`src/dsp_pkg.sv`:
```
package dsp_pkg;
    // register byte offsets
    localparam logic [7:0] OFS_CORE_CTRL = 8'h00;
    localparam logic [7:0] OFS_TRAP_CTRL = 8'h04;
    localparam logic [7:0] OFS_STATUS = 8'h08;
    localparam logic [7:0] OFS_ACCA_LO = 8'h0C;
    localparam logic [7:0] OFS_ACCA_HI = 8'h10;
    localparam logic [7:0] OFS_ACCB_LO = 8'h14;
    localparam logic [7:0] OFS_ACCB_HI = 8'h18;
    // core_control_word fields
    localparam int POS_LIMIT_EN_A = 7;
    localparam int POS_LIMIT_EN_B = 6;
    localparam int POS_STORE_LIMIT = 5;
    localparam int POS_LIMIT_WIDTH = 4;
    localparam int POS_ROUND_STYLE = 1;
    localparam logic [7:0] CORE_CTRL_RST = 8'h00;
    // interrupt_control_one fields
    localparam int POS_GUARD_TRAP_A = 0;
    localparam int POS_GUARD_TRAP_B = 1;
    localparam int POS_CAT_TRAP = 2;
    localparam logic [2:0] TRAP_CTRL_RST = 3'h0;
    // cpu_status_word fields
    localparam int POS_GUARD_A = 15;
    localparam int POS_GUARD_B = 14;
    localparam int POS_LIMIT_A = 13;
    localparam int POS_LIMIT_B = 12;
    localparam int POS_EITHER_GUARD = 11;
    localparam int POS_EITHER_LIMIT = 10;
    // saturation targets and store limits
    localparam logic [39:0] SAT40_POS = 40'h7F_FFFF_FFFF;
    localparam logic [39:0] SAT40_NEG = 40'h80_0000_0000;
    localparam logic [39:0] SAT32_POS = 40'h00_7FFF_FFFF;
    localparam logic [39:0] SAT32_NEG = 40'hFF_8000_0000;
    localparam logic [15:0] STORE_MAX = 16'h7FFF;
    localparam logic [15:0] STORE_MIN = 16'h8000;
    localparam logic signed [24:0] STORE_UPPER = 25'sh0007FFF;
    localparam logic signed [24:0] STORE_LOWER = 25'sh1FF8000;
    localparam logic [15:0] WB_PTR_STEP = 16'h0002;

    typedef enum logic [2:0] {class_mac, class_other, plain_multiply, negative_multiply,
        squared_difference, squared_difference_accumulate} op_class_e;
    typedef enum logic [1:0] {src_acc_a, src_acc_b, src_xbus} shift_src_e;

    typedef struct packed {
        logic add_en;
        logic add_target_b;
        logic add_sub;
        logic add_zero;
        logic [39:0] addend;
        op_class_e op_class;
        logic wb_en;
        logic wb_indirect;
        logic store_en;
        logic store_src_b;
        logic store_round;
        logic [15:0] store_addr;
        logic shift_en;
        shift_src_e shift_src;
        logic shift_logical;
        logic signed [5:0] shift_amt;
        logic [15:0] xbus_data;
    } dsp_op_s;

    typedef struct packed {
        logic en;
        logic [15:0] addr;
        logic [15:0] data;
    } xbus_wr_s;

    typedef struct packed {
        logic en;
        logic [15:0] value;
    } ptr_wr_s;
endpackage

```
`src/dsp_accum_saturate_round_shift.sv`:
```
// Functional notes
// - every adder op updates the target guard flag from bits 31..39 (guard bits 32..39 against bit 31)
// - guard flag set with its guard trap enable raises arithmetic trap
// - limit-hit flags are sticky; only a software write or reset clears them
// - limit-hit means bit 31 or bit 39 overflow per mode, bit 39 unsaturated
// - catastrophic trap enable plus no saturation traps on bit 39 overflow
// - status shows OR of guard flags and OR of limit-hit flags
// - 40-bit saturation loads max positive or negative 9.31, sets limit-hit
// - 32-bit saturation loads max positive or negative 1.31; guard flags never set
// - catastrophic mode sets limit-hit on bit 39, wraps, may trap
// - mac-class ops except multiply and squared-difference forms may write back
// - write-back goes to pointer directly, or to memory then pointer plus 2
// - round style selects conventional or convergent; no round truncates
// - conventional rounding increments high word when low word is 0x8000 or more
// - convergent rounding at exactly 0x8000 increments only when bit 16 is one
// - stores write truncated or rounded target; write-back always rounded
// - store limit forces 0x7FFF above 0x007FFF, accumulator untouched
// - store limit forces 0x8000 below 0xFF8000, sign from bit 39
// - store limit clear passes the 1.15 value unchanged
// - signed shift amount: positive right, negative left, zero unchanged
// - shifts up to 16 bits, arithmetic or logical, from accumulator or bus
// - 40-bit and 16-bit results; bus data at 16..31 right, 0..15 left
// - saturation uses adder result, overflow, limit enables and width select
`timescale 1ns/1ns
module dsp_accum_saturate_round_shift #(
    parameter int unsigned MAX_SHIFT = 16
) (
    input wire logic hclk,
    input wire logic hresetn,
    input wire logic hsel,
    input wire logic [31:0] haddr,
    input wire logic [1:0] htrans,
    input wire logic hwrite,
    input wire logic [2:0] hsize,
    input wire logic [31:0] hwdata,
    input wire logic hready,
    output logic [31:0] hrdata,
    output logic hreadyout,
    output logic hresp,
    input wire dsp_pkg::dsp_op_s op,
    input wire logic [15:0] writeback_pointer,
    output dsp_pkg::xbus_wr_s xbus_wr,
    output dsp_pkg::ptr_wr_s ptr_wr,
    output logic [39:0] shift_result,
    output logic [15:0] shift_word,
    output logic arith_trap
);

    if (MAX_SHIFT < 1 || MAX_SHIFT > 16)
    begin : g_bad_shift
        $error("MAX_SHIFT must lie in 1..16");
    end
    logic [39:0] acca_q;
    logic [39:0] accb_q;
    logic [7:0] core_ctrl_q;
    logic [2:0] trap_ctrl_q;
    logic guard_a_q;
    logic guard_b_q;
    logic limit_a_q;
    logic limit_b_q;
    logic trap_q;
    logic dp_wr_q;
    logic [7:0] dp_addr_q;
    logic [15:0] status_word;
    logic ap_go;
    logic wr_status;
    // control fields
    logic limit_en_a;
    logic limit_en_b;
    logic store_limit;
    logic width40;
    logic round_conv;
    assign limit_en_a = core_ctrl_q[dsp_pkg::POS_LIMIT_EN_A];
    assign limit_en_b = core_ctrl_q[dsp_pkg::POS_LIMIT_EN_B];
    assign store_limit = core_ctrl_q[dsp_pkg::POS_STORE_LIMIT];
    assign width40 = core_ctrl_q[dsp_pkg::POS_LIMIT_WIDTH];
    assign round_conv = core_ctrl_q[dsp_pkg::POS_ROUND_STYLE];
    // bus slave: zero wait, always okay
    assign hreadyout = 1'b1;
    assign hresp = 1'b0;
    assign ap_go = hsel && htrans[1] && hready;
    // address phase capture
    always_ff @(posedge hclk or negedge hresetn)
    begin
        if (!hresetn)
        begin
            dp_wr_q <= 1'b0;
            dp_addr_q <= 8'h00;
        end
        else
        begin
            dp_wr_q <= ap_go && hwrite;
            dp_addr_q <= ap_go ? haddr[7:0] : dp_addr_q;
        end
    end
    // control register writes
    always_ff @(posedge hclk or negedge hresetn)
    begin
        if (!hresetn)
        begin
            core_ctrl_q <= dsp_pkg::CORE_CTRL_RST;
            trap_ctrl_q <= dsp_pkg::TRAP_CTRL_RST;
        end
        else if (dp_wr_q)
        begin
            if (dp_addr_q == dsp_pkg::OFS_CORE_CTRL)
                core_ctrl_q <= hwdata[7:0];
            if (dp_addr_q == dsp_pkg::OFS_TRAP_CTRL)
                trap_ctrl_q <= hwdata[2:0];
        end
    end
    assign wr_status = dp_wr_q && (dp_addr_q == dsp_pkg::OFS_STATUS);
    always_comb
    begin
        status_word = 16'h0000;
        status_word[dsp_pkg::POS_GUARD_A] = guard_a_q;
        status_word[dsp_pkg::POS_GUARD_B] = guard_b_q;
        status_word[dsp_pkg::POS_LIMIT_A] = limit_a_q;
        status_word[dsp_pkg::POS_LIMIT_B] = limit_b_q;
        status_word[dsp_pkg::POS_EITHER_GUARD] = guard_a_q | guard_b_q;
        status_word[dsp_pkg::POS_EITHER_LIMIT] = limit_a_q | limit_b_q;
    end

    // read mux over data-phase address, flops only
    always_comb
    begin
        unique case (dp_addr_q)
            dsp_pkg::OFS_CORE_CTRL: hrdata = {24'h000000, core_ctrl_q};
            dsp_pkg::OFS_TRAP_CTRL: hrdata = {29'h00000000, trap_ctrl_q};
            dsp_pkg::OFS_STATUS: hrdata = {16'h0000, status_word};
            dsp_pkg::OFS_ACCA_LO: hrdata = acca_q[31:0];
            dsp_pkg::OFS_ACCA_HI: hrdata = {24'h000000, acca_q[39:32]};
            dsp_pkg::OFS_ACCB_LO: hrdata = accb_q[31:0];
            dsp_pkg::OFS_ACCB_HI: hrdata = {24'h000000, accb_q[39:32]};
            default: hrdata = 32'h00000000;
        endcase
    end
    // adder/subtracter
    logic [39:0] acc_tgt;
    logic [39:0] lhs;
    logic [39:0] rhs;
    logic [39:0] sum;
    logic ovf39;
    logic guard_ovf;
    logic sat_en;
    logic limit_evt;
    logic guard_new;
    logic true_neg;
    logic [39:0] acc_next;
    logic trap_evt;
    assign acc_tgt = op.add_target_b ? accb_q : acca_q;
    assign lhs = op.add_zero ? 40'h00_0000_0000 : acc_tgt;
    assign rhs = op.add_sub ? ~op.addend : op.addend;
    assign sum = lhs + rhs + {39'h0, op.add_sub};
    assign ovf39 = (lhs[39] == rhs[39]) && (sum[39] != lhs[39]);
    assign guard_ovf = !(&sum[39:31]) && (|sum[39:31]);
    assign true_neg = ovf39 ? lhs[39] : sum[39];
    assign sat_en = op.add_target_b ? limit_en_b : limit_en_a;
    assign limit_evt = sat_en ? (width40 ? ovf39 : (ovf39 | guard_ovf)) : ovf39;
    // no guard flags in 32-bit saturation
    assign guard_new = guard_ovf && !(sat_en && !width40);
    // saturation value select
    always_comb
    begin
        acc_next = sum;
        if (sat_en && limit_evt && width40)
            acc_next = true_neg ? dsp_pkg::SAT40_NEG : dsp_pkg::SAT40_POS;
        else if (sat_en && limit_evt)
            acc_next = true_neg ? dsp_pkg::SAT32_NEG : dsp_pkg::SAT32_POS;
    end
    assign trap_evt = op.add_en &&
        ((guard_new && (op.add_target_b ? trap_ctrl_q[dsp_pkg::POS_GUARD_TRAP_B]
                                        : trap_ctrl_q[dsp_pkg::POS_GUARD_TRAP_A])) ||
         (!sat_en && ovf39 && trap_ctrl_q[dsp_pkg::POS_CAT_TRAP]));

    always_ff @(posedge hclk or negedge hresetn)
    begin
        if (!hresetn)
        begin
            acca_q <= 40'h00_0000_0000;
            accb_q <= 40'h00_0000_0000;
        end
        else if (op.add_en)
        begin
            if (op.add_target_b)
                accb_q <= acc_next;
            else
                acca_q <= acc_next;
        end
    end

    always_ff @(posedge hclk or negedge hresetn)
    begin
        if (!hresetn)
        begin
            guard_a_q <= 1'b0;
            guard_b_q <= 1'b0;
        end
        else if (op.add_en)
        begin
            if (op.add_target_b)
                guard_b_q <= guard_new;
            else
                guard_a_q <= guard_new;
        end
    end

    // sticky limit flags, set beats clear
    always_ff @(posedge hclk or negedge hresetn)
    begin
        if (!hresetn)
        begin
            limit_a_q <= 1'b0;
            limit_b_q <= 1'b0;
        end
        else
        begin
            limit_a_q <= (op.add_en && !op.add_target_b && limit_evt) ||
                (limit_a_q && !(wr_status && hwdata[dsp_pkg::POS_LIMIT_A]));
            limit_b_q <= (op.add_en && op.add_target_b && limit_evt) ||
                (limit_b_q && !(wr_status && hwdata[dsp_pkg::POS_LIMIT_B]));
        end
    end

    always_ff @(posedge hclk or negedge hresetn)
    begin
        if (!hresetn)
            trap_q <= 1'b0;
        else
            trap_q <= trap_evt;
    end
    assign arith_trap = trap_q;

    // store and write-back source, rounding and limiting
    logic wb_go;
    logic st_src_b;
    logic st_round;
    logic [39:0] st_src;
    logic st_inc;
    logic [24:0] st_ext;
    logic [15:0] st_word;
    assign wb_go = op.wb_en && !op.store_en &&
        (op.op_class == dsp_pkg::class_mac || op.op_class == dsp_pkg::class_other);
    assign st_src_b = op.store_en ? op.store_src_b : !op.add_target_b;
    assign st_round = op.store_en ? op.store_round : 1'b1;
    assign st_src = st_src_b ? accb_q : acca_q;
    // style select, truncate when no rounding
    assign st_inc = st_round && st_src[15] &&
        (round_conv || (st_src[14:0] != 15'h0000) || st_src[16]);
    assign st_ext = {st_src[39], st_src[39:16]} + {24'h000000, st_inc};

    // write saturation, source accumulator untouched
    always_comb
    begin
        st_word = st_ext[15:0];
        if (store_limit && !st_src[39] && $signed(st_ext) > dsp_pkg::STORE_UPPER)
            st_word = dsp_pkg::STORE_MAX;
        // negative limit, sign from bit 39
        else if (store_limit && st_src[39] && $signed(st_ext) < dsp_pkg::STORE_LOWER)
            st_word = dsp_pkg::STORE_MIN;
    end

    always_ff @(posedge hclk or negedge hresetn)
    begin
        if (!hresetn)
        begin
            xbus_wr <= '0;
            ptr_wr <= '0;
        end
        else
        begin
            xbus_wr.en <= op.store_en || (wb_go && op.wb_indirect);
            xbus_wr.addr <= op.store_en ? op.store_addr : writeback_pointer;
            xbus_wr.data <= st_word;
            ptr_wr.en <= wb_go;
            ptr_wr.value <= op.wb_indirect ? writeback_pointer + dsp_pkg::WB_PTR_STEP
                                           : st_word;
        end
    end

    // barrel shifter
    logic [39:0] sh_in;
    logic [5:0] sh_mag;
    logic [5:0] sh_lim;
    logic sh_left;
    logic [39:0] sh_out;
    assign sh_left = op.shift_amt[5];
    assign sh_mag = sh_left ? 6'(-op.shift_amt) : 6'(op.shift_amt);
    assign sh_lim = (sh_mag > 6'(MAX_SHIFT)) ? 6'(MAX_SHIFT) : sh_mag;

    always_comb
    begin
        unique case (op.shift_src)
            dsp_pkg::src_acc_a: sh_in = acca_q;
            dsp_pkg::src_acc_b: sh_in = accb_q;
            default:
                if (sh_left)
                    sh_in = {24'h000000, op.xbus_data};
                else if (op.shift_logical)
                    sh_in = {8'h00, op.xbus_data, 16'h0000};
                else
                    sh_in = {{8{op.xbus_data[15]}}, op.xbus_data, 16'h0000};
        endcase
    end

    always_comb
    begin
        if (sh_left)
            sh_out = sh_in << sh_lim;
        else if (op.shift_logical)
            sh_out = sh_in >> sh_lim;
        else
            sh_out = 40'($signed(sh_in) >>> sh_lim);
    end

    always_ff @(posedge hclk or negedge hresetn)
    begin
        if (!hresetn)
        begin
            shift_result <= 40'h00_0000_0000;
            shift_word <= 16'h0000;
        end
        else if (op.shift_en)
        begin
            shift_result <= sh_out;
            shift_word <= (op.shift_src == dsp_pkg::src_xbus && sh_left) ? sh_out[15:0]
                                                                       : sh_out[31:16];
        end
    end
endmodule // dsp_accum_saturate_round_shift

```
`config.mk`:
```
export PLATFORM = sky130hd
export DESIGN_NAME = dsp_accum_saturate_round_shift
export DESIGN_NICKNAME = d
export VERILOG_FILES = /design/src/dsp_pkg.sv /design/src/dsp_accum_saturate_round_shift.sv
export SDC_FILE = /design/constraint.sdc
export NUM_CORES = 1
export LEC_CHECK = 0
export ABC_AREA = 1
export BUFFER_PORTS_ARGS = -buffer_cell sky130_fd_sc_hd__clkbuf_2
export CAP_MARGIN = 25
export CORE_UTILIZATION = 58
export DETAILED_ROUTE_END_ITERATION = 7
export PLACE_DENSITY = 0.78
export SYNTH_ARGS = -nofsm -noshare
export SYNTH_HDL_FRONTEND = slang
export SYNTH_SLANG_ARGS = --single-unit
export TNS_END_PERCENT = 1
```
`constraint.sdc`:
```
create_clock -name hclk -period 3.9 [get_ports hclk]
set_input_delay 0.585 -clock hclk [delete_from_list [all_inputs] [get_ports hclk]]
set_output_delay 0.585 -clock hclk [all_outputs]
set_load 0.02 [all_outputs]
```
# Word-level counts from Yosys, hierarchy flattened
# Index checks and enable logic that the tools add are counted.
word_totals:
  regBits: 211
  in_bits: 184
  word_cells: 131
classes:
  add_sub_neg: 5
  n_lt_le_gt_ge: 3
  n_eq_ne: 11
  shift: 3
  muxes: 28
  bitwise: 5
  reduce_logical: 58
ops:
  columns: ["operator", "n"]
  rows:
  - ["40-bit 2-to-1 mux", 12]
  - ["32-bit one-hot mux with 7 select lines", 1]
  - ["16-bit 2-to-1 mux", 5]
  - ["40-bit one-hot mux with 2 select lines", 1]
  - ["40-bit by 1-bit adder with 40-bit output", 1]
  - ["40-bit adder", 1]
  - ["40-bit inverter", 1]
  - ["40-bit by 6-bit << shifter with 40-bit output", 1]
  - ["40-bit by 6-bit right shift with 40-bit output", 1]
  - ["40-bit by 6-bit >>> shifter with 40-bit output", 1]
  - ["1-bit logical AND", 32]
  - ["24-bit by 2-bit adder with 25-bit output", 1]
  - ["25-bit by 16-bit > comparator with 1-bit output, second input constant", 1]
  - ["25-bit by 16-bit < comparator with 1-bit output, second input constant", 1]
  - ["8-bit by 5-bit equality test with 1-bit output, second input constant", 3]
  - ["16-bit by 2-bit adder with 16-bit output, second input constant", 1]
  - ["8-bit by 4-bit equality test with 1-bit output, second input constant", 2]
  - ["15-bit nonzero test", 1]
  - ["6-bit 2-to-1 mux", 2]
  - ["1-bit zero test", 9]
  - ["9-bit AND reduction", 1]
  - ["9-bit OR reduction", 1]
  - ["8-bit by 3-bit equality test with 1-bit output, second input constant", 1]
  - ["8-bit zero test", 1]
  - ["14 further kinds", 31]

# Longest topological paths before layout
# Gate-level depths: netlist (run 1).
depth:
  depth_word: 13
  mapped_depth: 31

# Worst setup path after synthesis (run 1)
# Ideal clock, no wire load.
synth_path:
  kind: "input -> register"
  from: "input op[91] (netlist name)"
  to: "register accb_q[30]"
  arrival_time_ps: 3881
  required_ps: 3766
  path_slack_ps: -115
  path_stages: 23
  path_buffers: 4
  path_cell_list: "clkbuf_1 buf_1 clkbuf_1 xor2_1 ha_1 nand2_1 nor2_1 nand2_1 nor4_1 nand3_1 nand3_1 nand2_1 nand2_1 nand2_1 nor2_1 nand3_1 nand3_1 nand2_1 nand3_1 buf_2 nand2_1 nand2_1 o21ai_0"
synth_via:
  elab_chain_len: 12
synth_rtl:
  columns: ["element", "line", "source"]
  rows:
  - ["start, declared", "dsp_accum_saturate_round_shift.sv:40", "input wire dsp_pkg::dsp_op_s op,"]
  - ["40-bit 2-to-1 mux", "dsp_accum_saturate_round_shift.sv:153", "assign rhs = op.add_sub ? ~op.addend : op.addend;"]
  - ["40-bit adder", "dsp_accum_saturate_round_shift.sv:154", "assign sum = lhs + rhs + {39'h0, op.add_sub};"]
  - ["40-bit by 1-bit adder with 40-bit output", "dsp_accum_saturate_round_shift.sv:154", null]
  - ["9-bit AND reduction", "dsp_accum_saturate_round_shift.sv:156", "assign guard_ovf = !(&sum[39:31]) && (|sum[39:31]);"]
  - ["1-bit zero test", "dsp_accum_saturate_round_shift.sv:156", null]
  - ["1-bit logical AND", "dsp_accum_saturate_round_shift.sv:156", null]
  - ["1-bit bitwise OR", "dsp_accum_saturate_round_shift.sv:159", "assign limit_evt = sat_en ? (width40 ? ovf39 : (ovf39 | guard_ovf)) : ovf39;"]
  - ["1-bit 2-to-1 mux (2 in a row)", "dsp_accum_saturate_round_shift.sv:159", null]
  - ["1-bit logical AND", "dsp_accum_saturate_round_shift.sv:166, dsp_accum_saturate_round_shift.sv:168", null]
  - ["40-bit 2-to-1 mux / 1-bit logical AND (equally long branches)", "dsp_accum_saturate_round_shift.sv:168, dsp_accum_saturate_round_shift.sv:166", null]
  - ["40-bit 2-to-1 mux *", "dsp_accum_saturate_round_shift.sv:166", "if (sat_en && limit_evt && width40)"]
  - ["end signal, assigned", "dsp_accum_saturate_round_shift.sv:186", "accb_q <= acc_next;"]
  - ["end, declared", "dsp_accum_saturate_round_shift.sv:54", "logic [39:0] accb_q;"]
# Mark *: on every way between the ends. The rest lies on a longest branch, timed or not.
# A chain may end at the register's enable or synchronous reset.

# Final worst setup path (run 1)
layout_path:
  from: "input op[92] (netlist name)"
  to: "register accb_q[12]"
layout_via:
  elab_chain_len: 13
layout_rtl:
  columns: ["element", "line", "source"]
  rows:
  - ["40-bit 2-to-1 mux", "dsp_accum_saturate_round_shift.sv:151", "assign acc_tgt = op.add_target_b ? accb_q : acca_q;"]
  - ["40-bit 2-to-1 mux", "dsp_accum_saturate_round_shift.sv:152", "assign lhs = op.add_zero ? 40'h00_0000_0000 : acc_tgt;"]
  - ["40-bit adder", "dsp_accum_saturate_round_shift.sv:154", null]
  - ["40-bit by 1-bit adder with 40-bit output", "dsp_accum_saturate_round_shift.sv:154", null]
  - ["9-bit AND reduction", "dsp_accum_saturate_round_shift.sv:156", null]
  - ["1-bit zero test", "dsp_accum_saturate_round_shift.sv:156", null]
  - ["1-bit logical AND", "dsp_accum_saturate_round_shift.sv:156", null]
  - ["1-bit bitwise OR", "dsp_accum_saturate_round_shift.sv:159", null]
  - ["1-bit 2-to-1 mux (2 in a row)", "dsp_accum_saturate_round_shift.sv:159", null]
  - ["1-bit logical AND", "dsp_accum_saturate_round_shift.sv:166, dsp_accum_saturate_round_shift.sv:168", null]
  - ["40-bit 2-to-1 mux / 1-bit logical AND (equally long branches)", "dsp_accum_saturate_round_shift.sv:168, dsp_accum_saturate_round_shift.sv:166", null]
  - ["40-bit 2-to-1 mux", "dsp_accum_saturate_round_shift.sv:166", null]
# Several ways; a longest one is shown, not always the timed one.

==> flow_metrics.env, run 1 <==
export IMPL_antenna_found_initial=1
export IMPL_gp_congestion=1.055
export IMPL_ys_seq_elements=211
export IMPL_die_area_um2=32920
export IMPL_grt_pass1_wl_um=113600
export IMPL_fin_crit_sh_pct=100.2
export IMPL_postRouteAntennaNets=0
export IMPL_syn_inst=3004
export IMPL_totalWireLength_um=73670
export IMPL_layout_setup_ws_ns=-0.008740
export IMPL_post_route_min_period_ns=3.909
export IMPL_viasPerCell=6.138
export IMPL_slew_viol_final=0
export IMPL_placementRows=65
export IMPL_first_iter_violations=3485
export IMPL_synth_seq_area_share_pct=28.28
export IMPL_diodes=0
export IMPL_nets=3598
export IMPL_synth_ff_type="dfrtp_1"
export IMPL_cap_violations=0
export IMPL_reg2reg_to="accb_q[12]"
export IMPL_coreArea_um2=31640
export IMPL_synth_edf_count=0
export IMPL_synth_cell_types=54
export IMPL_clock_latency_ns=0.56
export IMPL_num_io_pins=325
export IMPL_gr_total_overflow=0
export IMPL_relSlewSlack_pct=21.50
export IMPL_avgSynthCellArea_um2=6.216
export IMPL_dp_hpwl_um=57600
export IMPL_violations="negative setup slack"
export IMPL_fin_tns_setup_ns=-0.008740
export IMPL_min_path_type="input pin to asynchronous set/reset pin"
export IMPL_worstPathMaxFanout=51
export IMPL_worstPathRequired_ns=4.27
export IMPL_clock_path_buffers=3
export IMPL_fin_skew_ns=0.04300
export IMPL_first_global_vias=21300
export IMPL_leakagePower_uw=0.01173
export IMPL_startpoint_type="input pin"
export IMPL_grt_max_degree=112
export IMPL_cts_max_level=1
export IMPL_vias=23260
export IMPL_final_hold_violation_count=0
export IMPL_crit_path_end_kind="flop"
export IMPL_r2r_slack_ns=0.06
export IMPL_drive_gt1_share_pct=18.66
export IMPL_path_class="input pin to flop"
export IMPL_setup_violations=1
export IMPL_synth_top_area_share_pct=28.28
export IMPL_io_buffers=271
export IMPL_clkSinkCount=211
export IMPL_crit_arrival_ns=4.28
export IMPL_cts_buffers=22
export IMPL_holdWs_ns=0.1113
export IMPL_ir_drop_mv=0.2586
export IMPL_area_growth_pct=21.34
export IMPL_die_x_um=181.4
export IMPL_rsz0062_at_grt="yes"
export IMPL_final_fill_count=2740
export IMPL_fmax_mhz=255.8
export IMPL_synth_top_area_cell="dfrtp_1"
export IMPL_outcome="finished, violations left"
export IMPL_drc_errors=0
export IMPL_netlist_area_um2=18670
export IMPL_routedWlPerCell_um=19.44
export IMPL_timing_rr_start="acca_q[12]"
export IMPL_cts_tree="built"
export IMPL_power_density_nw_per_um2=514.5
export IMPL_die_h_um=181.4
export IMPL_cts_root_buf="clkbuf_16"
export IMPL_synthTopCellsByArea="dfrtp_1 28%, nand2_1 21%, o21ai_0 8.0%"
export IMPL_tightest_slew_ns=1.177
export IMPL_globalRouteTotalUtil_pct=43.76
export IMPL_ys_async_sr_fraction_pct=100.0
export IMPL_start_util_pct=59.02
export IMPL_yosys_warnings=0
export IMPL_syn_nets=3230
export IMPL_dr_pass1_iters=7
export IMPL_r2r_worst_path_cells=23
export IMPL_clk_pin_slew_ns=0.06
## synth_stat cells (2+ instances only)
master and count:
conb_1 2, o21ai_2 8, clkinv_1 2, clkbuf_1 116, nor3_1 25, o22ai_1 26, a21oi_1 159, o311ai_0 2
nand2_1 1039, o21ai_1 23, a21boi_0 2, ha_1 41, and2_1 5, nand3b_1 4, nand4_1 37, buf_2 21
dfrtp_1 211, nor2_2 5, o21a_1 18, buf_1 16, o31ai_1 3, mux2_2 12, a31oi_1 32, or2_2 17
buf_6 4, o21ai_0 297, nand3_1 220, inv_1 244, nor2_1 177, nor3_2 3, nand2_2 12, o221ai_1 17
a221oi_1 33, xor2_1 74, o211ai_1 35, nor4_1 14, buf_4 4, inv_2 11, o2111ai_1 5, xnor2_1 14
## worst max-delay path by stage
stage | from | to | slack [ns]
final | op[92] | accb_q[12] | -0.009
after global routing | op[92] | accb_q[5] | -0.18
after CTS | op[92] | accb_q[12] | 0.09
after detailed placement | op[92] | acca_q[3] | -0.42
after global placement | op[92] | accb_q[23] | -0.28
after floorplan | op[91] | accb_q[30] | 0.05
## worst max-delay path, cell delays in order
cell and delay, ns:
clkbuf_2 0.11, buf_12 0.24, o21ai_0 0.17, a21oi_2 0.21, ha_1 0.29, a21oi_1 0.26
o21ai_0 0.15, a21oi_1 0.24, o21ai_0 0.12, buf_4 0.15, a21oi_1 0.25, buf_4 0.17
nand4_1 0.09, nand2_1 0.10, inv_1 0.06, nand3_1 0.09, nand3_1 0.07, nand2_1 0.11
nand2_1 0.11, buf_12 0.17, buf_12 0.14, nand2_1 0.06, nand2_1 0.07, nand2_1 0.07
o21ai_0 0.13
## cell families (layout without fill, tap and decap cells)
logic type                 after synthesis  after routing  synth area share, %
DFF                                    211            211                28.28
and+or+nand+nor                       1566           1566                34.76
xor gates and xnor gates                89             89                4.215
other                                    2              2              0.04022
muxes                                   13             13               0.7773
adders and majority gates               42             42                2.854
buffers and inverters                  418            801                8.785
AOI/OAI and AO/OA                      663            663                20.29
## final cells by class
type | count | area (um2) | area share [%]
inverter | 257 | 964.7 | 4.258
clock inverter | 7 | 97.59 | 0.4307
multi-input combinational | 2375 | 11830 | 52.19
tap | 402 | 503.0 | 2.220
timing repair buffer | 505 | 3329 | 14.69
clock buffer | 32 | 658.1 | 2.905
sequential | 211 | 5280 | 23.30
## through the flow
| stage | worst slack [ns] | instance area, um2 | cells | total power [uW] | util, % |
|---|---|---|---|---|---|
| 6_report | -0.008740 | 22660 | 3789 | 11660 | 71.62 |
| 2_1_floorplan | 0.04910 | 18680 | 3004 | 6780 | - |
| 4_1_cts | 0.09290 | 22580 | 3788 | 11400 | 71.38 |
| 5_1_grt | -0.1780 | 22660 | 3789 | 12300 | 71.62 |
| 3_3_place_gp | -0.2816 | 21830 | 3749 | 9075 | 68.99 |
| 3_5_place_dp | -0.4183 | 21830 | 3749 | 9215 | 68.99 |
## sequential cells by signal, indices dropped and copies added (netlist names)
name and cells:
acca_q 40, accb_q 40, arith_trap 1, core_ctrl_q 8
dp_addr_q 8, dp_wr_q 1, guard_a_q 1, guard_b_q 1
limit_a_q 1, limit_b_q 1, ptr_wr 17, shift_result 40
shift_word 16, trap_ctrl_q 3, xbus_wr 33
## layer usage
layer  GRT usage (%)  share of wire [%]
met1           54.16                 37
met2           70.88                 45
met3           6.057                 10
met4           30.31                8.1
met5               0                  0
## placed cells by master, fill, tap and decap left out, drive strengths merged, types with 2 or more instances in the layout
master and instances:
and2 5, a21oi 159, nand3b 4, dfrtp 211, a21boi 2, nor3 29, o21ai 328, conb 2
clkinv 6, mux2 12, nand4 37, a221oi 33, o22ai 26, ha 41, o2111ai 5, o21a 18
nand3 221, o211ai 35, nor4 15, nor2 182, clkbuf 303, buf 234, nand2 1052, o221ai 17
or2 19, o311ai 2, xor2 75, a31oi 32, xnor2 14, inv 256, o31ai 3
## where the power goes
part           internal [uW]  switching, uW  leakage [uW]
combinational           2180           4170       0.00882
sequential              2750            360       0.00254
clock                   1250            941      0.000369
## timing repair
action                     in CTS  in global routing
resized for setup               0                 13
setup buffers                   0                  0
hold buffers                    0                  0
setup endpoints to repair       0                105
(Power assumes the default switching activity.)
==> run 2: changes to the inputs <==
--- a/config.mk
+++ b/config.mk
@@ -8,9 +8,9 @@
 export ABC_AREA = 1
 export BUFFER_PORTS_ARGS = -buffer_cell sky130_fd_sc_hd__clkbuf_2
 export CAP_MARGIN = 25
-export CORE_UTILIZATION = 58
+export CORE_UTILIZATION = 45
 export DETAILED_ROUTE_END_ITERATION = 7
-export PLACE_DENSITY = 0.78
+export PLACE_DENSITY = 0.66
 export SYNTH_ARGS = -nofsm -noshare
 export SYNTH_HDL_FRONTEND = slang
 export SYNTH_SLANG_ARGS = --single-unit
==> flow_metrics.env, run 2 (synthesized netlist as in run 1, its figures left out) <==
export IMPL_outcome="complete, no violations"
export IMPL_gr_total_overflow=0
export IMPL_first_global_vias=21130
export IMPL_crit_start="op[92]"
export IMPL_viasPerCell=5.706
export IMPL_timing_rr_start="acca_q[8]"
export IMPL_start_util_pct=45.63
export IMPL_pre_cts_ws_ns=-0.4987
export IMPL_final_fill_count=4093
export IMPL_nets=3701
export IMPL_postRouteAntennaNets=0
export IMPL_clkSinkCount=211
export IMPL_crit_path_end_kind="flop"
export IMPL_drc_errors=0
export IMPL_area_growth_pct=28.00
export IMPL_fin_crit_sh_pct=96.18
export IMPL_clock_path_buffers=3
export IMPL_dr_pass1_iters=6
export IMPL_cts_root_buf="clkbuf_16"
export IMPL_clk_pin_slew_ns=0.06
export IMPL_startpoint_type="input pin"
export IMPL_final_common_cell="nand2_1"
export IMPL_worstPathRequired_ns=4.36
export IMPL_grt_max_degree=95
export IMPL_antenna_found_initial=12
export IMPL_clock_latency_ns=0.55
export IMPL_postCtsHoldBufs=0
export IMPL_routedWlPerCell_um=20.43
export IMPL_min_path_type="input pin to asynchronous set/reset pin"
export IMPL_cts_max_level=1
export IMPL_vias=22980
export IMPL_globalRouteTotalUtil_pct=37.70
export IMPL_cp_slowest_cell="ha_1"
export IMPL_coreArea_um2=40920
export IMPL_power_density_nw_per_um2=516.8
export IMPL_slew_viol_final=0
export IMPL_ir_drop_mv=0.3205
export IMPL_placementRows=74
export IMPL_fin_skew_ns=0.01334
export IMPL_tightest_slew_ns=1.038
export IMPL_drive_gt1_share_pct=22.03
export IMPL_grt_pass1_wl_um=122000
export IMPL_die_x_um=205.7
export IMPL_cts_buffers=23
export IMPL_io_buffers=271
export IMPL_cap_violations=0
export IMPL_final_util_pct=58.40
export IMPL_gp_congestion=1.044
export IMPL_first_iter_violations=2537
export IMPL_layout_common_cells="1029 x nand2_1, 313 x buf_4, 288 x o21ai_0"
export IMPL_setup_violations=0
export IMPL_worstPathMaxFanout=17
export IMPL_cp_endpoint="acca_q[9]"
export IMPL_crit_arrival_ns=4.21
export IMPL_fmax_mhz=266.6
export IMPL_cts_tree="built"
export IMPL_num_io_pins=325
export IMPL_path_class="input pin to flop"
export IMPL_die_h_um=205.7
export IMPL_totalWireLength_um=82280
export IMPL_relSlewSlack_pct=30.82
export IMPL_cpMostUsedCell="nand2_1"
export IMPL_rsz0062_at_grt="yes"
export IMPL_reg2reg_to="acca_q[9]"
export IMPL_r2r_slack_ns=0.21
export IMPL_final_cells=4028
export IMPL_post_route_min_period_ns=3.751
export IMPL_layout_setup_ws_ns=0.1488
export IMPL_leakagePower_uw=0.01232
export IMPL_final_hold_violation_count=0
export IMPL_dp_cells=3975
export IMPL_top_regs="acca_q: 40 flops, accb_q: 40 flops, shift_result: 40 flops"
export IMPL_r2r_worst_path_cells=25
export IMPL_max_stage_delay_ns=0.34
export IMPL_die_area_um2=42310
export IMPL_dp_hpwl_um=65310
-- run 2: how the worst min path moves through the flow --
stage,depth (start not counted),slack (ns),startpoint,end
floorplan,0,0.29,hresetn,acca_q[0]
global placement,2,0.46,shift_word[7],shift_word[7]
CTS,1,0.09,hresetn,xbus_wr[19]
global route,1,0.14,hresetn,xbus_wr[16]
finish,1,0.06,hresetn,xbus_wr[19]
detailed placement,2,0.47,shift_word[5],shift_word[5]
-- run 2: layout make-up --
type | instances | area (um2) | share of cell area [%]
antenna | 6 | 15.01 | 0.06282
clock buffer | 31 | 655.6 | 2.743
clock inverter | 9 | 151.4 | 0.6334
inverter | 257 | 964.7 | 4.036
multi-input combinational | 2375 | 11980 | 50.12
sequential | 211 | 5280 | 22.09
tap | 532 | 665.6 | 2.785
timing repair buffer | 607 | 4189 | 17.53
-- run 2: metal layers --
metal	global-route usage (%)	part of all wire [%]	vias to the layer above
met5	0	0.096	-
met4	17.91	5.6	12
met3	5.480	8.6	216
met2	61.51	45	1225
met1	48.79	41	10590
li1	-	-	10940
-- run 2: power breakdown --
group	total, uW	internal, uW	switching [uW]
clock network	2370	1390	973
logic	6880	2490	4400
registers	3100	2750	348
-- run 2: per-stage QoR --
stage               hold slack (ns)  power, uW  TNS (ns)  area (um2)
floorplan                    0.2894       6780         0       18680
finish                      0.05797      12350         0       23900
global route                 0.1362      13110    -4.441       23890
detailed placement           0.4688       9702    -35.29       22750
CTS                         0.09449      12080         0       23560
global placement             0.4639       9629    -32.65       22750
-- run 2: repair_timing --
action,CTS,global route
resized for setup,0,61
endpoints found under the setup margin,0,83
endpoints found under the hold margin,0,0
buffers inserted,0,3
-- run 2: critical path, delay by kind of cell --
family | cells | cell delay [ns]
AO/OA/AOI/OAI | 5 | 0.70
adder cells (fa/ha/maj) | 1 | 0.34
AND/OR/NAND/NOR | 15 | 1.32
buffers and inverters | 8 | 1.26
